$ cat config.mk
export PLATFORM = sky130hd
export DESIGN_NAME = gpmx_port
export DESIGN_NICKNAME = d
export VERILOG_FILES = /design/src/gpmx_pkg.sv /design/src/gpmx_pin_sync.sv /design/src/gpmx_port.sv
export SDC_FILE = /design/constraint.sdc
export NUM_CORES = 1
export LEC_CHECK = 0
export BUFFER_PORTS_ARGS = -buffer_cell sky130_fd_sc_hd__buf_2
export CAP_MARGIN = 20
export CORE_MARGIN = 4
export CORE_UTILIZATION = 30
export CTS_CLUSTER_SIZE = 10
export DETAILED_ROUTE_END_ITERATION = 7
export PLACE_DENSITY = 0.53
export REMOVE_ABC_BUFFERS = 1
export SYNTH_ARGS = -nofsm -noshare
export SYNTH_HDL_FRONTEND = slang
export SYNTH_SLANG_ARGS = --single-unit
$ cat constraint.sdc
create_clock -name mclk -period 2.4 [get_ports mclk]
set_clock_uncertainty 0.15 [all_clocks]
set_input_delay 0.12 -clock mclk [delete_from_list [all_inputs] [get_ports mclk]]
set_output_delay 0.12 -clock mclk [all_outputs]
set_load 0.05 [all_outputs]
$ cat src/gpmx_pkg.sv
// Purpose: Constants for the eight-bit port with pin multiplexing
// Assumes: 32-bit register port, byte offsets as printed
// Notes: Summary list below names each behaviour kept by the port
//
// Summary of operation
// Eight pins, direction chosen per bit
// Reset leaves pins port, input/output/pull-up off
// All select bits zero means plain port
// Software never sets two select bits together
// Selected, enabled interrupt pins work during stop
// Outside stop, enabled input reaches interrupt always
// Software disables unused external interrupts
// Data register eight bits, upper read zero
// Output-control bit enables pin driver
// Select one routes interrupt, uart1, serial0 pins
// Select two bit n routes timer n
// Select three routes clear-to-send, serial3 bus
// Registers decoded at fixed offsets 0x00-0x38
// Open-drain bit: zero push-pull, one open-drain
// Pull-up bit switches pin pull-up
// Input bit switches pin input buffer
// Read returns pin if input enabled, else zero
package gpmx_pkg;
    localparam int GPMX_WIDTH = 8;
    localparam logic [7:0] GPMX_OFF_DATA = 8'h00;
    localparam logic [7:0] GPMX_OFF_OUTEN = 8'h04;
    localparam logic [7:0] GPMX_OFF_FSEL1 = 8'h08;
    localparam logic [7:0] GPMX_OFF_FSEL2 = 8'h0C;
    localparam logic [7:0] GPMX_OFF_FSEL3 = 8'h10;
    localparam logic [7:0] GPMX_OFF_OPEN_DRAIN = 8'h28;
    localparam logic [7:0] GPMX_OFF_PULLUP = 8'h2C;
    localparam logic [7:0] GPMX_OFF_INEN = 8'h38;
    localparam logic [7:0] GPMX_RESET_VALUE = 8'h00;
    localparam logic [7:0] GPMX_FSEL3_MASK = 8'h70;
    localparam int GPMX_BIT_IRQ_ZERO = 3;
    localparam int GPMX_BIT_IRQ_ONE = 7;
    localparam int GPMX_BIT_U1_CLK = 6;
    localparam int GPMX_BIT_U1_RX = 5;
    localparam int GPMX_BIT_U1_TX = 4;
    localparam int GPMX_BIT_S0_CLK = 2;
    localparam int GPMX_BIT_S0_BCLK = 1;
    localparam int GPMX_BIT_S0_BDATA = 0;
    localparam int GPMX_BIT_U1_CTS = 6;
    localparam int GPMX_BIT_S3_BCLK = 5;
    localparam int GPMX_BIT_S3_BDATA = 4;
endpackage

$ cat src/gpmx_pin_sync.sv
// Purpose: Two-stage synchroniser for the pin levels
// Assumes: Pins are asynchronous to mclk
// Notes: First stage is read only by the second
module gpmx_pin_sync #(
    parameter int WIDTH = 8
) (
    input wire logic mclk, // System clock
    input wire logic resetn, // Synchronous reset, active low
    input wire logic [WIDTH-1:0] async_in, // Raw pin levels
    output logic [WIDTH-1:0] sync_out // Synchronised levels
);
    logic [WIDTH-1:0] meta_reg;

    always_ff @(posedge mclk)
    begin
        if (!resetn)
        begin
            meta_reg <= '0;
            sync_out <= '0;
        end
        else
        begin
            meta_reg <= async_in;
            sync_out <= meta_reg;
        end
    end
endmodule

$ cat src/gpmx_port.sv
// Purpose: Eight-bit GPIO port with three function-select registers
// Assumes: Peripherals and the pad ring are outside; stop_mode from clock control
// Notes: Pad outputs are registered, so they trail register writes by one cycle
module gpmx_port
    import gpmx_pkg::*;
#(
    parameter int WIDTH = gpmx_pkg::GPMX_WIDTH
) (
    input wire logic mclk, // System clock, 50 MHz
    input wire logic resetn, // Synchronous reset, active low
    input wire logic [7:0] addr, // Register byte offset
    input wire logic [31:0] wdata, // Write data
    input wire logic wr, // Write strobe
    input wire logic rd, // Read strobe
    output logic [31:0] rdata, // Read data, cycle after rd
    input wire logic stop_mode, // Device is in stop mode
    input wire logic stop_pin_drive_hold, // Standby pin-drive-stop bit
    input wire logic [WIDTH-1:0] pin_in, // Pad input levels
    output logic [WIDTH-1:0] pin_out, // Pad output value
    output logic [WIDTH-1:0] pin_oe, // Pad drive enable
    output logic [WIDTH-1:0] pin_pullup, // Pad pull-up enable
    output logic [WIDTH-1:0] pin_ie, // Pad input buffer enable
    output logic ext_irq_zero, // External interrupt 0 level
    output logic ext_irq_one, // External interrupt 1 level
    input wire logic uart1_serial_clock_out, // UART1 clock from peripheral
    input wire logic uart1_serial_clock_oe, // UART1 clock drive enable
    output logic uart1_serial_clock_in, // UART1 clock to peripheral
    output logic uart1_receive, // UART1 receive data
    input wire logic uart1_transmit, // UART1 transmit data
    output logic uart1_clear_to_send, // UART1 clear-to-send
    input wire logic serial0_clock_out, // Serial 0 clock out
    input wire logic serial0_clock_oe, // Serial 0 clock drive enable
    output logic serial0_clock_in, // Serial 0 clock in
    input wire logic serial0_busclk_or_in_out, // Serial 0 bus clock out
    input wire logic serial0_busclk_or_in_oe, // Serial 0 bus clock drive enable
    output logic serial0_busclk_or_in, // Serial 0 bus clock or serial in
    input wire logic serial0_busdata_or_out_out, // Serial 0 data out
    input wire logic serial0_busdata_or_out_oe, // Serial 0 data drive enable
    output logic serial0_busdata_or_out_in, // Serial 0 bus data in
    input wire logic serial3_bus_clock_out, // Serial 3 bus clock out
    input wire logic serial3_bus_clock_oe, // Serial 3 bus clock drive enable
    output logic serial3_bus_clock_in, // Serial 3 bus clock in
    input wire logic serial3_bus_data_out, // Serial 3 bus data out
    input wire logic serial3_bus_data_oe, // Serial 3 bus data drive enable
    output logic serial3_bus_data_in, // Serial 3 bus data in
    input wire logic [WIDTH-1:0] timer_output // Timer channel n outputs
);
    import gpmx_pkg::*;

    logic [WIDTH-1:0] pin_data_reg;
    logic [WIDTH-1:0] output_enable_reg;
    logic [WIDTH-1:0] function_select_one_reg;
    logic [WIDTH-1:0] function_select_two_reg;
    logic [WIDTH-1:0] function_select_three_reg;
    logic [WIDTH-1:0] open_drain_control_reg;
    logic [WIDTH-1:0] pullup_control_reg;
    logic [WIDTH-1:0] input_enable_reg;
    logic [WIDTH-1:0] pin_sync;
    logic [WIDTH-1:0] pin_seen;
    logic [WIDTH-1:0] alt_out;
    logic [WIDTH-1:0] alt_oe;
    logic [WIDTH-1:0] drive_val;
    logic [WIDTH-1:0] drive_en;
    logic [31:0] rdata_next;
    logic [WIDTH-1:0] wbyte;
    logic irq0_next;
    logic irq1_next;

    assign wbyte = wdata[WIDTH-1:0];

    gpmx_pin_sync #(
        .WIDTH(WIDTH)
    ) gpmx_pin_sync_inst (
        .mclk(mclk),
        .resetn(resetn),
        .async_in(pin_in),
        .sync_out(pin_sync)
    );

    // Input buffer off gates the level to zero
    assign pin_seen = pin_sync & input_enable_reg;

    // Register writes; reset leaves everything port, all buffers off
    always_ff @(posedge mclk)
    begin
        if (!resetn)
        begin
            pin_data_reg <= GPMX_RESET_VALUE;
            output_enable_reg <= GPMX_RESET_VALUE;
            function_select_one_reg <= GPMX_RESET_VALUE;
            function_select_two_reg <= GPMX_RESET_VALUE;
            function_select_three_reg <= GPMX_RESET_VALUE;
            open_drain_control_reg <= GPMX_RESET_VALUE;
            pullup_control_reg <= GPMX_RESET_VALUE;
            input_enable_reg <= GPMX_RESET_VALUE;
        end
        else if (wr)
        begin
            case (addr)
                GPMX_OFF_DATA: pin_data_reg <= wbyte;
                GPMX_OFF_OUTEN: output_enable_reg <= wbyte;
                GPMX_OFF_FSEL1: function_select_one_reg <= wbyte;
                GPMX_OFF_FSEL2: function_select_two_reg <= wbyte;
                GPMX_OFF_FSEL3: function_select_three_reg <= wbyte & GPMX_FSEL3_MASK;
                GPMX_OFF_OPEN_DRAIN: open_drain_control_reg <= wbyte;
                GPMX_OFF_PULLUP: pullup_control_reg <= wbyte;
                GPMX_OFF_INEN: input_enable_reg <= wbyte;
                default:
                begin
                end
            endcase
        end
    end

    // Read mux; unmapped offsets read zero
    always_comb
    begin
        rdata_next = 32'h0000_0000;
        case (addr)
            GPMX_OFF_DATA: rdata_next[WIDTH-1:0] = pin_seen;
            GPMX_OFF_OUTEN: rdata_next[WIDTH-1:0] = output_enable_reg;
            GPMX_OFF_FSEL1: rdata_next[WIDTH-1:0] = function_select_one_reg;
            GPMX_OFF_FSEL2: rdata_next[WIDTH-1:0] = function_select_two_reg;
            GPMX_OFF_FSEL3: rdata_next[WIDTH-1:0] = function_select_three_reg;
            GPMX_OFF_OPEN_DRAIN: rdata_next[WIDTH-1:0] = open_drain_control_reg;
            GPMX_OFF_PULLUP: rdata_next[WIDTH-1:0] = pullup_control_reg;
            GPMX_OFF_INEN: rdata_next[WIDTH-1:0] = input_enable_reg;
            default: rdata_next = 32'h0000_0000;
        endcase
    end

    always_ff @(posedge mclk)
    begin
        if (!resetn)
            rdata <= 32'h0000_0000;
        else if (rd)
            rdata <= rdata_next;
        else
            rdata <= 32'h0000_0000;
    end

    // Alternate-function drive per pin; timer bits only from select two
    always_comb
    begin
        alt_out = '0;
        alt_oe = '0;
        alt_out[GPMX_BIT_S0_BDATA] = serial0_busdata_or_out_out;
        alt_oe[GPMX_BIT_S0_BDATA] = serial0_busdata_or_out_oe;
        alt_out[GPMX_BIT_S0_BCLK] = serial0_busclk_or_in_out;
        alt_oe[GPMX_BIT_S0_BCLK] = serial0_busclk_or_in_oe;
        alt_out[GPMX_BIT_S0_CLK] = serial0_clock_out;
        alt_oe[GPMX_BIT_S0_CLK] = serial0_clock_oe;
        alt_out[GPMX_BIT_U1_TX] = uart1_transmit;
        alt_oe[GPMX_BIT_U1_TX] = 1'b1;
        alt_out[GPMX_BIT_U1_CLK] = uart1_serial_clock_out;
        alt_oe[GPMX_BIT_U1_CLK] = uart1_serial_clock_oe;
    end

    // Priority among selects is only a safe default; software must keep them exclusive
    genvar gi;
    generate
        for (gi = 0; gi < WIDTH; gi++)
        begin : g_pin
            always_comb
            begin
                if (function_select_two_reg[gi])
                begin
                    drive_val[gi] = timer_output[gi];
                    drive_en[gi] = 1'b1;
                end
                else if (function_select_three_reg[gi])
                begin
                    // Serial 3 bus lines sit on bits 5 and 4, clear-to-send is input only
                    drive_val[gi] = (gi == GPMX_BIT_S3_BCLK) ? serial3_bus_clock_out :
                                    serial3_bus_data_out;
                    drive_en[gi] = (gi == GPMX_BIT_S3_BCLK) ? serial3_bus_clock_oe :
                                   (gi == GPMX_BIT_S3_BDATA) ? serial3_bus_data_oe : 1'b0;
                end
                else if (function_select_one_reg[gi])
                begin
                    drive_val[gi] = alt_out[gi];
                    drive_en[gi] = alt_oe[gi];
                end
                else
                begin
                    drive_val[gi] = pin_data_reg[gi];
                    drive_en[gi] = output_enable_reg[gi];
                end
            end

            // Open drain drives only low; a one releases the pin
            always_ff @(posedge mclk)
            begin
                if (!resetn)
                begin
                    pin_out[gi] <= 1'b0;
                    pin_oe[gi] <= 1'b0;
                end
                else
                begin
                    pin_out[gi] <= drive_val[gi];
                    pin_oe[gi] <= drive_en[gi] &
                                  ~(open_drain_control_reg[gi] & drive_val[gi]);
                end
            end
        end
    endgenerate

    always_ff @(posedge mclk)
    begin
        if (!resetn)
        begin
            pin_pullup <= '0;
            pin_ie <= '0;
        end
        else
        begin
            pin_pullup <= pullup_control_reg;
            // Stop with drive hold keeps only selected interrupt inputs alive
            pin_ie <= (stop_mode && stop_pin_drive_hold) ?
                      (input_enable_reg & function_select_one_reg &
                       ((WIDTH'(1) << GPMX_BIT_IRQ_ZERO) | (WIDTH'(1) << GPMX_BIT_IRQ_ONE))) :
                      input_enable_reg;
        end
    end

    // Outside stop the enabled level reaches interrupt logic regardless of select one
    assign irq0_next = pin_seen[GPMX_BIT_IRQ_ZERO] &
        (~stop_mode | function_select_one_reg[GPMX_BIT_IRQ_ZERO]);
    assign irq1_next = pin_seen[GPMX_BIT_IRQ_ONE] &
        (~stop_mode | function_select_one_reg[GPMX_BIT_IRQ_ONE]);

    always_ff @(posedge mclk)
    begin
        if (!resetn)
        begin
            ext_irq_zero <= 1'b0;
            ext_irq_one <= 1'b0;
            uart1_serial_clock_in <= 1'b0;
            uart1_receive <= 1'b0;
            uart1_clear_to_send <= 1'b0;
            serial0_clock_in <= 1'b0;
            serial0_busclk_or_in <= 1'b0;
            serial0_busdata_or_out_in <= 1'b0;
            serial3_bus_clock_in <= 1'b0;
            serial3_bus_data_in <= 1'b0;
        end
        else
        begin
            ext_irq_zero <= irq0_next;
            ext_irq_one <= irq1_next;
            uart1_serial_clock_in <= pin_seen[GPMX_BIT_U1_CLK] &
                                     function_select_one_reg[GPMX_BIT_U1_CLK];
            uart1_receive <= pin_seen[GPMX_BIT_U1_RX] &
                             function_select_one_reg[GPMX_BIT_U1_RX];
            uart1_clear_to_send <= pin_seen[GPMX_BIT_U1_CTS] &
                                   function_select_three_reg[GPMX_BIT_U1_CTS];
            serial0_clock_in <= pin_seen[GPMX_BIT_S0_CLK] &
                                function_select_one_reg[GPMX_BIT_S0_CLK];
            serial0_busclk_or_in <= pin_seen[GPMX_BIT_S0_BCLK] &
                                    function_select_one_reg[GPMX_BIT_S0_BCLK];
            serial0_busdata_or_out_in <= pin_seen[GPMX_BIT_S0_BDATA] &
                                         function_select_one_reg[GPMX_BIT_S0_BDATA];
            serial3_bus_clock_in <= pin_seen[GPMX_BIT_S3_BCLK] &
                                    function_select_three_reg[GPMX_BIT_S3_BCLK];
            serial3_bus_data_in <= pin_seen[GPMX_BIT_S3_BDATA] &
                                   function_select_three_reg[GPMX_BIT_S3_BDATA];
        end
    end

    property p_reset_quiet;
        @(posedge mclk) !resetn |=> (pin_oe == '0 && pin_ie == '0 && pin_pullup == '0);
    endproperty
    a_reset_quiet: assert property (p_reset_quiet) else $error("pins active after reset");

    property p_port_drive;
        @(posedge mclk) disable iff (!resetn)
        (function_select_one_reg == '0 && function_select_two_reg == '0 &&
         function_select_three_reg == '0 && open_drain_control_reg == '0)
        |=> pin_oe == $past(output_enable_reg) && pin_out == $past(pin_data_reg);
    endproperty
    a_port_drive: assert property (p_port_drive) else $error("port drive mismatch");

    property p_timer_route;
        @(posedge mclk) disable iff (!resetn)
        (function_select_two_reg[0] && !open_drain_control_reg[0])
        |=> pin_out[0] == $past(timer_output[0]) && pin_oe[0];
    endproperty
    a_timer_route: assert property (p_timer_route) else $error("timer not routed");

    property p_data_read;
        @(posedge mclk) disable iff (!resetn)
        (rd && addr == GPMX_OFF_DATA) |=> rdata == {24'h000000, $past(pin_seen)};
    endproperty
    a_data_read: assert property (p_data_read) else $error("data read wrong");

    property p_input_gate;
        @(posedge mclk) disable iff (!resetn)
        (rd && addr == GPMX_OFF_DATA && input_enable_reg == '0) |=> rdata == 32'h0;
    endproperty
    a_input_gate: assert property (p_input_gate) else $error("disabled input read");

    property p_fsel3_mask;
        @(posedge mclk) disable iff (!resetn)
        (rd && addr == GPMX_OFF_FSEL3) |=> (rdata & 32'hFFFF_FF8F) == 32'h0;
    endproperty
    a_fsel3_mask: assert property (p_fsel3_mask) else $error("select three stray bits");

    property p_stop_irq;
        @(posedge mclk) disable iff (!resetn)
        (stop_mode && !function_select_one_reg[GPMX_BIT_IRQ_ZERO]) |=> !ext_irq_zero;
    endproperty
    a_stop_irq: assert property (p_stop_irq) else $error("unselected irq in stop");

    property p_run_irq;
        @(posedge mclk) disable iff (!resetn)
        !stop_mode |=> ext_irq_zero == $past(pin_seen[GPMX_BIT_IRQ_ZERO]);
    endproperty
    a_run_irq: assert property (p_run_irq) else $error("irq level lost");

    property p_open_drain;
        @(posedge mclk) disable iff (!resetn)
        |(open_drain_control_reg & drive_val)
        |=> (pin_oe & $past(open_drain_control_reg & drive_val)) == '0;
    endproperty
    a_open_drain: assert property (p_open_drain) else $error("open drain drove high");

    property p_upper_zero;
        @(posedge mclk) disable iff (!resetn) rd |=> rdata[31:8] == 24'h0;
    endproperty
    a_upper_zero: assert property (p_upper_zero) else $error("upper bits set");

    c_write_out: cover property (@(posedge mclk) wr && addr == GPMX_OFF_OUTEN ##1 pin_oe != 0);
    c_timer: cover property (@(posedge mclk) function_select_two_reg != 0);
    c_stop_irq: cover property (@(posedge mclk) stop_mode && ext_irq_one);
    c_read: cover property (@(posedge mclk) rd ##1 rdata != 0);
endmodule

### Yosys cells after proc, flatten, opt, wreduce, memory -nomap -nowiden

Index checks and enable logic that the tools add are counted.

| cells by class | value |
|---|---|
| bitwise gates (word level) | 40 |
| equal/unequal tests | 7 |
| reductions and logical operators | 12 |
| muxes and demuxes | 40 |

Operators by type and width:

| cell | count |
|---|---|
| 8-bit one-hot mux with 8 select lines | 1 |
| 1-bit two-way mux | 38 |
| 1-bit bitwise AND | 26 |
| 8-bit by 6-bit equality test with 1-bit output, second input constant | 3 |
| 2-bit AND reduction | 9 |
| 8-bit bitwise AND | 2 |
| 8-bit by 4-bit equality test with 1-bit output, second input constant | 2 |
| 1-bit NOT | 10 |
| 8-bit by 3-bit equality test with 1-bit output, second input constant | 1 |
| 8-bit by 5-bit equality test with 1-bit output, second input constant | 1 |
| 8-bit logical NOT | 1 |
| 8-bit two-way mux | 1 |
| 1-bit OR | 2 |
| 2-bit OR reduction | 1 |
| 1-bit logical AND | 1 |

| word-level totals | value |
|---|---|
| word-level logic and storage cells | 140 |
| register bits | 149 |
| input port bits | 75 |
| output and inout bits | 74 |

### Logic depth before layout (Yosys ltp)

Gate-level depths: netlist of the first run.

| logic depth | value |
|---|---|
| depth after elaboration | 6 |
| depth in mapped cells | 6 |
| depth with buffers taken out | 4 |

### Hierarchy

From an unflattened synthesis of the first run, not the netlist that was laid out.

| unflattened totals | value |
|---|---|
| cells, all modules | 512 |
| area, all modules | 5235.0 sq um |

Modules (own cells, without submodules):

| module | instances | area each (sq um) | seq. area each (sq um) | cells an instance |
|---|---|---|---|---|
| gpmx_port | 1 | 4788.3 | 2182.1 | 479 |
| gpmx_pin_sync | 1 | 446.7 | 320.3 | 33 |

### Worst setup path after synthesis of the first run

OpenSTA, ideal clock, no wires.

| timing path | value |
|---|---|
| kind | in2reg |
| start | input port addr[3] |
| end | register output_enable_reg[0] |
| data required time | 2.134 ns |
| slack | 0.524 ns |
| cell stages on the path | 6 |
| library setup time | 0.116 ns |
| arrival time | 1.610 ns |
| buffers on the path | 2 |
| cell sequence | buf_2 or4b_1 or4_1 buf_2 mux2i_1 nor2b_1 |

| between the ends | value |
|---|---|
| cells in the longest elaborated chain, start to end | 2 |

RTL lines:

| element | RTL line | RTL |
|---|---|---|
| start: declaration | gpmx_port.sv:11 | `input wire logic [7:0] addr,` |
| 8-bit by 3-bit equality test with 1-bit output | gpmx_port.sv:99 | `case (addr)` |
| 2-bit AND reduction (no source line) | -- |  |
| end signal: assignment | gpmx_port.sv:101 | `GPMX_OFF_OUTEN: output_enable_reg <= wbyte;` |
| end: declaration | gpmx_port.sv:51 | `logic [WIDTH-1:0] output_enable_reg;` |

Every way passes these cells.
A chain may end at the register's enable or synchronous reset.

### Final worst setup path of the first run

| timing path | value |
|---|---|
| start | register function_select_three_reg[5] |
| end | register pin_oe[5] |

| between the ends | value |
|---|---|
| cells in the longest elaborated chain, start to end | 5 |
| elaborated cells on any way between the ends | 7 |
| classes of those cells | mux: 4; bitwise: 3 |

RTL lines:

| element | RTL line | RTL |
|---|---|---|
| start: declaration | gpmx_port.sv:54 | `logic [WIDTH-1:0] function_select_three_reg;` |
| start signal: assignment | gpmx_port.sv:104 | `GPMX_OFF_FSEL3: function_select_three_reg <= wbyte & GPMX_FSEL3_MASK;` |
| 1-bit two-way mux | gpmx_port.sv:171 | `else if (function_select_three_reg[gi])` |
| 1-bit two-way mux | gpmx_port.sv:166 | `if (function_select_two_reg[gi])` |
| 1-bit bitwise AND | gpmx_port.sv:203 | `~(open_drain_control_reg[gi] & drive_val[gi]);` |
| 1-bit NOT | gpmx_port.sv:203 |  |
| 1-bit bitwise AND (*) | gpmx_port.sv:202 | `pin_oe[gi] <= drive_en[gi] &` |
| end signal: indexed assignment | gpmx_port.sv:202 |  |
| end: declaration | gpmx_port.sv:20 | `output logic [WIDTH-1:0] pin_oe,` |

Mark *: on every way between the ends. The rest lies on a longest branch, timed or not.

==> results.txt, run 1 <==
----------------------------------------------------
[Outcome]
  Result of the run ... finished, final reports clean

[Drt]
  DRC violations left ... 0
  Count of vias placed by the detailed router ... between 4k and 5k
  Remaining antenna violation count ... 0
  Wirelength, routed ... 14300 microns
  First-iteration detailed-routing DRC count ... slightly above 300
  First-pass detailed-route iteration total ... 4
  Vias per std cell ... 4.60
  Average routed wire per standard cell ... between 15 and 20 microns

[Clocking]
  Number of buffers created by CTS ... 17
  Clk_lat worst skew ... 420 ps
  Clock tree from TritonCTS ... yes
  Root Driver ... sky130_fd_sc_hd__clkbuf_16
  CTS H-tree depth ... 4
  Sink Count ... 125
  Clock input transition at the sequential cells of the worst setup and hold paths ... 60 ps
  Buffers from clock root to sink, at most ... 2

[Power and ir drop]
  Net Sw Frac ... 22.0%
  Cell Pwr Density ... 732 mW/mm^2
  Clock group share of total power ... around 53%
  Switching component of the power ... roughly 1.1 mW
  Internal Pwr Total ... approximately 4.0 mW
  LEAKAGE ... 3.10 nW
  Maximum ir drop on the vdd rail ... between 0.0004 and 0.0005 V
  Flop pwr share ... 41.3%
  Combinational group share of total power ... around 6.0%
  Total Power ... ~5.1 mW

[Worst setup path]
  Maximum fanout along the worst path ... 6
  Worst r2r dst ... pin_oe[5]$_SDFF_PN0_
  Data required time of the worst path ... 2560 ps
  Worst Path Arrival ... 2380 ps
  Category of the worst setup path launch point ... flop
  Crit end category ... flop
  Minimum setup slack among reg-to-reg paths ... between 150 and 200 ps
  Cell count of the worst reg-to-reg path ... 6
  R2r startpoint ... function_select_three_reg[5]$_SDFFE_PN0P_
  Setup Crit Path Kind ... flop to flop

[STA]
  Worst-case hold slack ... ~13 ps
  Final Max Slew Viols ... 0
  Hold Vio Cnt, Final ... 0
  Count of endpoints failing setup in the final report ... 0
  Worst-case headroom to the max-slew limit ... a little under three fifths
  Worst-margin pin slew ... around 670 ps
  Unrepaired setup endpoints after global routing ... no
  Total Neg Setup Slack ... 0 ps
  Part of the cycle the worst path needs ... 92.5%
  Shortest clock period the worst path allows after layout ... around 2200 ps
  Maximum clock frequency ... 450 MHz
  Post-layout worst setup margin ... ~180 ps

[Global route]
  Number of global-route vias before repair ... around 4.2k
  Number of antenna violations at the first check in global routing ... 1
  Total routing usage reported by global routing ... about 15%
  Overflow left after global routing ... 0
  Global-route wire length before repair ... between 20000 and 25000 microns
  Maximum number of pins on one net before global-route repair ... approximately 120

[Synthesis]
  Post-synthesis instance total ... 518
  Post-synthesis register bit count ... between 100 and 150
  Ys Warns ... 0
  Number of enable flip-flop cells after synthesis ... 0
  Most used standard cell by instance count after synthesis ... sky130_fd_sc_hd__dfxtp_1
  Part of the Yosys area used for sequential elements ... between 40% and 50%
  Prevailing post-synth register cell ... sky130_fd_sc_hd__dfxtp_1
  Most common library cells after synthesis ... sky130_fd_sc_hd__dfxtp_1 (125), sky130_fd_sc_hd__mux2i_1 (79), sky130_fd_sc_hd__nor2b_1 (66), sky130_fd_sc_hd__and2_1 (28)
  Top-area cell type share of the netlist area ... 48.0%
  Count of unique library cells instantiated by Yosys ... 43
  Mapped Area ... between 0.005 and 0.006 sq mm
  Proportion of register bits with asynchronous set or reset after synthesis ... 0%
  Synth area leader ... sky130_fd_sc_hd__dfxtp_1
  Most area-consuming cells after synthesis ... sky130_fd_sc_hd__dfxtp_1 (48%), sky130_fd_sc_hd__mux2i_1 (15%), sky130_fd_sc_hd__nor2b_1 (7.9%)
  Synthesized area per cell ... 10.1 sq um

[Die]
  Height of the chip ... ~140 microns
  Row cnt ... 47
  Top Ports ... 149
  Std-Cell Core Area ... ~0.017 sq mm
  Initial Util ... roughly 31%
  Total Die Area ... 0.0195 sq mm
  Die Width ... approximately 140 microns

[Final layout]
  Antenna Diode Count ... 0
  Post-layout nets ... 740
  Layout area overhead ... 33.1%
  Fill cell total of the finished layout ... 1677
  Ratio of cells with drive above 1 in the final layout ... 23.5%

[Placed design]
  Pre-CTS worst setup slack ... about 330 ps
  Port Buffers ... 100
  Routability congestion estimate from global placement ... 0.846
  Detailed placement HPWL ... 9910 microns

[Hold path]
  Hold Path End ... pin_out[0]$_SDFF_PN0_
  Start point of the worst min-delay path ... serial0_busdata_or_out_out
  Hold crit path type ... input port to flop
  Hold Path Cell Cnt ... 4

[Flow run]
  Max Cap Viol ... 0

----------------------------------------------------
worst max-delay path: stages (launching register included):
cell,delay (ps)
sky130_fd_sc_hd__dfxtp_1,360
sky130_fd_sc_hd__nor3b_2,210
sky130_fd_sc_hd__a21oi_1,60
sky130_fd_sc_hd__o21ai_1,120
sky130_fd_sc_hd__dlygate4sd3_1,580
sky130_fd_sc_hd__a21oi_1,70
sky130_fd_sc_hd__dlygate4sd3_1,550
per-layer routing:
layer	share of wire [%]	track usage, %	vias to the layer above
li1	-	-	2049
met1	48	20.0	1911
met2	44	20.9	146
met3	6.3	4.94	24
met4	2.3	6.83	2
met5	0.091	0	-
power groups by stage:
stage / Clock (mW) / Combinational [mW] / Sequential, mW
3_5_place_dp: 0 / 0.265 / 2.14
3_3_place_gp: 0 / 0.263 / 2.14
6_report: 2.68 / 0.302 / 2.10
4_1_cts: 2.74 / 0.302 / 2.10
5_1_grt: 2.84 / 0.322 / 2.10
2_1_floorplan: 0 / 0.134 / 2.14
worst max-delay path by stage:
stage	startpoint	to	slack [ps]
after global placement	addr[3]	output_enable_reg[1]$_SDFFE_PN0P_	370
after floorplan	addr[5]	function_select_two_reg[0]$_SDFFE_PN0P_	370
after detailed placement	addr[3]	output_enable_reg[4]$_SDFFE_PN0P_	330
after global routing	function_select_one_reg[0]$_SDFFE_PN0P_	pin_oe[0]$_SDFF_PN0_	10
after CTS	function_select_three_reg[5]$_SDFFE_PN0P_	pin_oe[5]$_SDFF_PN0_	140
final	function_select_three_reg[5]$_SDFFE_PN0P_	pin_oe[5]$_SDFF_PN0_	180
kinds of logic after synthesis:
kind of cell / after synthesis / synth area share, %
AO/OA/AOI/OAI: 64 / 7.69
buffers and inverters: 62 / 6.53
flip-flops: 125 / 48.0
multiplexers: 82 / 15.8
other: 1 / 0.0720
AND/OR/NAND/NOR: 184 / 21.8
cell usage in the layout, fill, tap and decap left out, drive strengths merged, types with 6 or more instances in the layout:
cell / count
and3: 15
buf: 119
dfxtp: 125
nand2: 24
o21ai: 22
nand3: 12
nor3b: 7
conb: 24
mux2i: 79
clkbuf: 22
nor2b: 66
and2: 28
inv: 11
nor2: 6
dlygate4sd3: 38
a21oi: 18
final cells by class:
class / instances / area (sq um) / share of cell area, %
tap: 220 / 275 / 3.97
clock buffer: 22 / 454 / 6.55
inverter: 10 / 37.5 / 0.542
sequential: 125 / 2500 / 36.1
timing repair buffer: 157 / 1040 / 14.9
clock inverter: 10 / 161 / 2.33
multi-input combinational: 354 / 2460 / 35.5
through the flow:
| step | instance area, sq um | instances | utilization [%] |
|---|---|---|---|
| final | 6930 | 898 | 41.2 |
| after floorplan | 4990 | 489 | - |
| after CTS | 6930 | 898 | 41.2 |
| after global routing | 6930 | 898 | 41.2 |
| after detailed placement | 5930 | 828 | 35.3 |
| after global placement | 5930 | 828 | 35.3 |
what timing repair did:
item,in CTS,in global routing
hold buffers,38,0
buffers inserted,0,0
resized for setup,0,2
endpoints found under the hold margin,87,0
setup endpoints to repair,0,1
Power figures use the tool's default switching activity.
==> run 2, diff against run 1 <==
Settings changed: PLACE_DENSITY 0.53 to default, PLACE_DENSITY_LB_ADDON from default to 0.12.
==> results.txt, run 2 (synthesis gave the netlist of run 1 again) <==
----------------------------------------------------
[STA]
  Part of the cycle the worst path needs ... a little over 90%
  Count of endpoints failing setup in the final report ... 0
  Worst-case headroom to the max-slew limit ... a little under three fifths
  Final Max Slew Viols ... 0
  Total Neg Setup Slack ... 0 ps
  Worst-margin pin slew ... approximately 670 ps
  Maximum clock frequency ... 451 MHz
  Post-layout worst setup margin ... between 150 and 200 ps
  Unrepaired setup endpoints after global routing ... no
  Worst-case hold slack ... between 100 and 150 ps
  Hold Vio Cnt, Final ... 0
  Shortest clock period the worst path allows after layout ... roughly 2200 ps

[Placed design]
  Placed Instance Area ... between 0.005 and 0.006 sq mm
  Detailed placement HPWL ... approximately 10000 microns
  Port Buffers ... 100
  Routability congestion estimate from global placement ... 0.820
  Pre-CTS worst setup slack ... between 200 and 300 ps

[Die]
  Top Ports ... 149
  Std-Cell Core Area ... between 0.015 and 0.02 sq mm
  Initial Util ... ~31%
  Total Die Area ... 0.0195 sq mm
  Height of the chip ... approximately 140 microns
  Row cnt ... 47
  Die Width ... ~140 microns

[Global route]
  Global-route wire length before repair ... between 20000 and 25000 microns
  Number of antenna violations at the first check in global routing ... 2
  Total routing usage reported by global routing ... between 10% and 20%
  Overflow left after global routing ... 0
  Number of global-route vias before repair ... between 4k and 5k
  Maximum number of pins on one net before global-route repair ... approximately 120

[Drt]
  Average routed wire per standard cell ... 15.8 microns
  DRC violations left ... 0
  Count of vias placed by the detailed router ... roughly 4k
  Vias per std cell ... approximately 4.5
  Remaining antenna violation count ... 0
  First-iteration detailed-routing DRC count ... between 200 and 250
  Wirelength, routed ... between 10000 and 15000 microns
  First-pass detailed-route iteration total ... 4

[Final layout]
  Post-layout nets ... ~750
  Commonest non-fill, non-tap cells in the layout ... sky130_fd_sc_hd__dfxtp_1 (125), sky130_fd_sc_hd__buf_2 (100), sky130_fd_sc_hd__mux2i_1 (79), sky130_fd_sc_hd__nor2b_1 (66), sky130_fd_sc_hd__dlygate4sd3_1 (43)
  Ratio of cells with drive above 1 in the final layout ... approximately a quarter
  Most common cell after layout, fill and taps aside ... sky130_fd_sc_hd__dfxtp_1
  Layout area overhead ... 34.3%
  Area occupied by multi-input gates ... between 0.002 and 0.0025 sq mm
  Post-route cell area ... approximately 0.007 sq mm
  Fill cell total of the finished layout ... 1705
  Area of all sequential standard cells ... between 0.002 and 0.003 sq mm

[Power and ir drop]
  Maximum ir drop on the vdd rail ... 0.000465 V
  LEAKAGE ... 3.13 nW
  Cell Pwr Density ... between 700 and 800 mW/mm^2

[Clocking]
  Buffers from clock root to sink, at most ... 2
  Sink Count ... 125
  Clock tree from TritonCTS ... yes
  CTS H-tree depth ... 4
  Clk_lat worst skew ... 410 ps
  Number of buffers created by CTS ... 17
  Number of post-CTS setup repair buffers ... 0
  Clock input transition at the sequential cells of the worst setup and hold paths ... about 50 ps
  Root Driver ... sky130_fd_sc_hd__clkbuf_16

[Worst setup path]
  Worst Path Arrival ... 2420 ps
  Cell repeated most along the worst path ... sky130_fd_sc_hd__dlygate4sd3_1
  Crit end category ... flop
  Setup Crit Path Kind ... flop to flop
  Maximum fanout along the worst path ... 5
  Cell type of the slowest stage on the worst timing path ... sky130_fd_sc_hd__dlygate4sd3_1
  Category of the worst setup path launch point ... flop
  Buffers and inverters on the worst path ... 2
  Worst path max stage delay ... 580 ps
  Crit-path cells ... mux2i_1 > o21ai_0 > dlygate4sd3_1 > a21oi_1 > dlygate4sd3_1
  Data required time of the worst path ... between 2000 and 3000 ps
  Top delay family on crit path ... buffers and inverters

[Outcome]
  Result of the run ... finished, final reports clean

[Flow run]
  Max Cap Viol ... 0

[Hold path]
  Hold crit path type ... input port to flop

----------------------------------------------------
==> run 2: per-stage QoR <==
step	power (mW)	instances	util, %
2_1_floorplan	2.27	489	-
3_3_place_gp	2.41	830	35.4
3_5_place_dp	2.41	830	35.4
4_1_cts	5.11	903	41.6
5_1_grt	5.22	905	41.6
6_report	5.03	905	41.6
==> run 2: power breakdown <==
part / switching, mW / internal, mW
registers: 0.00567 / 2.09
logic: 0.198 / 0.113
clock network: 0.869 / 1.75
==> run 2: path summary, 6_finish.rpt <==
path	from	endpoint	slack, ps	depth (start not counted)
setup / recovery	function_select_one_reg[1]$_SDFFE_PN0P_	pin_oe[1]$_SDFF_PN0_	180	5
hold / removal	addr[4]	rdata[4]$_SDFF_PN0_	120	5
setup reg to reg	function_select_one_reg[1]$_SDFFE_PN0P_	pin_oe[1]$_SDFF_PN0_	180	5
hold reg to reg	gpmx_pin_sync_inst.meta_reg[0]$_SDFF_PN0_	gpmx_pin_sync_inst.sync_out[0]$_SDFF_PN0_	280	1
==> run 2: what timing repair did <==
| action | 4_1_cts | 5_1_grt |
|---|---|---|
| gates resized for setup | 0 | 1 |
| hold buffers | 43 | 0 |
| hold endpoints to repair | 87 | 0 |
| setup endpoints to repair | 0 | 1 |
==> run 2: layout make-up <==
cell class / count / area share [%]
Tap cell: 220 / 3.93
Sequential cell: 125 / 35.8
Inverter: 10 / 0.537
Clock buffer: 24 / 7.17
Antenna cell: 2 / 0.0715
Clock inverter: 6 / 1.54
Multi-Input combinational cell: 354 / 35.1
Timing Repair Buffer: 164 / 15.9
==> run 2: layer usage <==
layer	global-route usage (%)	vias up	wire length, microns
met5	0	-	0
met4	6.63	0	289
met3	3.26	21	711
met2	24.3	112	6910
met1	18.6	1903	6390
li1	-	2055	-
==> run 2: worst reg2reg max path, stage by stage (launching register included) <==
cell                            delay (ps)
sky130_fd_sc_hd__dfxtp_1               430
sky130_fd_sc_hd__mux2i_1               210
sky130_fd_sc_hd__o21ai_0               110
sky130_fd_sc_hd__dlygate4sd3_1         580
sky130_fd_sc_hd__a21oi_1               140
sky130_fd_sc_hd__dlygate4sd3_1         550
==> run 3, diff against run 2 <==
Settings changed: CORE_ASPECT_RATIO from default to 1.5, SLEW_MARGIN from default to 20, SYNTH_HIERARCHICAL from default to 1.
==> results.txt, run 3 <==
----------------------------------------------------
[Outcome]
  Result of the run ... finished, final reports clean

[STA]
  Part of the cycle the worst path needs ... 92.7%
  Unrepaired setup endpoints after global routing ... no
  Count of endpoints failing setup in the final report ... 0
  Worst-case headroom to the max-slew limit ... about three fifths
  Final Max Slew Viols ... 0
  Maximum clock frequency ... 449 MHz
  Hold Vio Cnt, Final ... 0
  Worst-margin pin slew ... between 500 and 600 ps
  Worst-case hold slack ... about 24 ps
  Total Neg Setup Slack ... 0 ps
  Shortest clock period the worst path allows after layout ... roughly 2200 ps
  Post-layout worst setup margin ... roughly 180 ps

[Drt]
  Vias per std cell ... between 4 and 5
  Remaining antenna violation count ... 0
  First-iteration detailed-routing DRC count ... slightly below 300
  Count of vias placed by the detailed router ... 4099
  DRC violations left ... 0
  First-pass detailed-route iteration total ... 4
  Wirelength, routed ... around 15000 microns
  Average routed wire per standard cell ... ~17 microns

[Synthesis]
  Synth area leader ... sky130_fd_sc_hd__dfxtp_1
  Proportion of register bits with asynchronous set or reset after synthesis ... 0%
  Number of enable flip-flop cells after synthesis ... 0
  Count of unique library cells instantiated by Yosys ... 43
  Post-synthesis instance total ... 512
  Prevailing post-synth register cell ... sky130_fd_sc_hd__dfxtp_1
  Ys Warns ... 6
  Mapped Area ... between 0.005 and 0.006 sq mm
  Post-synthesis register bit count ... around 130
  Synthesized area per cell ... ~10 sq um
  Most used standard cell by instance count after synthesis ... sky130_fd_sc_hd__dfxtp_1
  Most area-consuming cells after synthesis ... sky130_fd_sc_hd__dfxtp_1 (48%), sky130_fd_sc_hd__mux2i_1 (9.4%), sky130_fd_sc_hd__nor2b_1 (5.9%)
  Most common library cells after synthesis ... sky130_fd_sc_hd__dfxtp_1 (125), sky130_fd_sc_hd__mux2i_1 (49), sky130_fd_sc_hd__nor2b_1 (49), sky130_fd_sc_hd__nand2_1 (37), sky130_fd_sc_hd__buf_4 (27)
  Top-area cell type share of the netlist area ... between 40% and 50%
  Part of the Yosys area used for sequential elements ... between 40% and 50%

[Worst setup path]
  Worst Path Arrival ... 2370 ps
  Crit end category ... flop
  Data required time of the worst path ... 2550 ps
  Setup Crit Path Kind ... flop to flop
  Category of the worst setup path launch point ... flop
  Cell count of the worst reg-to-reg path ... 6
  Maximum fanout along the worst path ... 7

[Hold path]
  Hold Path Cell Cnt ... 5
  Hold crit path type ... input port to flop

[Clocking]
  Clk_lat worst skew ... slightly above 400 ps
  Sink Count ... between 100 and 150
  Number of post-CTS setup repair buffers ... 0
  Clock input transition at the sequential cells of the worst setup and hold paths ... approximately 50 ps
  Root Driver ... sky130_fd_sc_hd__clkbuf_16
  CTS H-tree depth ... 4
  Buffers from clock root to sink, at most ... 2
  Clock tree from TritonCTS ... yes
  Number of buffers created by CTS ... 17

[Die]
  Total Die Area ... approximately 0.02 sq mm
  Die Width ... 116 microns
  Row cnt ... between 50 and 60
  Std-Cell Core Area ... between 0.015 and 0.02 sq mm
  Initial Util ... a little under a third
  Top Ports ... roughly 150
  Height of the chip ... approximately 170 microns

[Final layout]
  Most common cell after layout, fill and taps aside ... sky130_fd_sc_hd__dfxtp_1
  Fill cell total of the finished layout ... 1715
  Area of all sequential standard cells ... between 0.002 and 0.003 sq mm
  Ratio of cells with drive above 1 in the final layout ... roughly 28%
  Area occupied by multi-input gates ... about 0.0025 sq mm
  Commonest non-fill, non-tap cells in the layout ... sky130_fd_sc_hd__dfxtp_1 (125), sky130_fd_sc_hd__buf_2 (100), sky130_fd_sc_hd__mux2i_1 (49), sky130_fd_sc_hd__nor2b_1 (49), sky130_fd_sc_hd__nand2_1 (37)
  Post-layout nets ... roughly 730
  Layout area overhead ... 31.6%
  Number of cells in the finished layout apart from fillers ... ~880
  Post-route cell area ... ~0.0069 sq mm
  Final core occ ... 40.6%

[Placed design]
  Pre-CTS worst setup slack ... approximately 490 ps
  Instance count after placement with tap cells included ... just over 800
  Detailed placement HPWL ... 10200 microns
  Placed Instance Area ... slightly below 0.006 sq mm
  Routability congestion estimate from global placement ... 0.800
  Port Buffers ... 100

[Power and ir drop]
  Total Power ... 5.11 mW
  Cell Pwr Density ... roughly 740 mW/mm^2
  LEAKAGE ... between 3 and 4 nW
  Maximum ir drop on the vdd rail ... ~0.00039 V

[Global route]
  Overflow left after global routing ... 0
  Maximum number of pins on one net before global-route repair ... about 120
  Number of global-route vias before repair ... just over 4k
  Total routing usage reported by global routing ... between 10% and 20%
  Global-route wire length before repair ... ~23000 microns
  Number of antenna violations at the first check in global routing ... 0

[Flow run]
  Max Cap Viol ... 0

----------------------------------------------------
## run 3: area by class of cell
type                    count  area share, %
well taps                 210           3.81
flip-flops and latches    125           36.3
inverters                   7          0.381
multi-input cells         349           35.9
clock inverters             5           1.49
repair buffers            153           14.5
diodes                      1         0.0363
clock buffers              26           7.54
## run 3: report_power, final
part | switching, mW | leakage, nW | internal (mW)
logic | 0.206 | 1.84 | 0.110
clock network | 0.902 | 0.303 | 1.79
registers | 0.00404 | 1.01 | 2.09
## run 3: metal layers
metal	global-route usage, %	up-vias	routed length [microns]
li1	-	2016	-
met1	19.9	1936	6540
met2	25.9	124	7580
met3	2.85	23	776
met4	7.02	0	394
met5	0	-	0
## run 3: cells by family (layout without fill, tap and decap cells)
kind of cell | after synthesis | count (layout) | share of synthesized area (%)
AND/OR/NAND/NOR | 186 | 186 | 22.6
flip-flops | 125 | 125 | 47.8
AO/OA/AOI/OAI | 80 | 80 | 11.4
buffers and inverters | 61 | 191 | 6.67
multiplexers | 59 | 59 | 11.5
other | 1 | 25 | 0.0716
## run 3: path summary, 6_finish.rpt
kind | start | to | slack, ps
setup / recovery | function_select_three_reg[5]$_SDFFE_PN0P_ | pin_oe[5]$_SDFF_PN0_ | 180
hold / removal | serial3_bus_data_out | pin_out[6]$_SDFF_PN0_ | 20
setup reg to reg | function_select_three_reg[5]$_SDFFE_PN0P_ | pin_oe[5]$_SDFF_PN0_ | 180
hold reg to reg | gpmx_pin_sync_inst/meta_reg[1]$_SDFF_PN0_ | gpmx_pin_sync_inst/sync_out[1]$_SDFF_PN0_ | 280
## run 3: critical path, cell delays in order, from the launching register on
cell and delay [ps]:
sky130_fd_sc_hd__dfxtp_1 360, sky130_fd_sc_hd__nor3b_1 210, sky130_fd_sc_hd__a21oi_1 60, sky130_fd_sc_hd__o21ai_1 150, sky130_fd_sc_hd__dlygate4sd3_1 570, sky130_fd_sc_hd__a21oi_1 60
sky130_fd_sc_hd__dlygate4sd3_1 550
## run 3: repair_timing
action | in CTS | in global routing
gates resized for setup | 0 | 1
hold buffers | 35 | 0
setup endpoints to repair | 0 | 1
endpoints found under the hold margin | 80 | 0
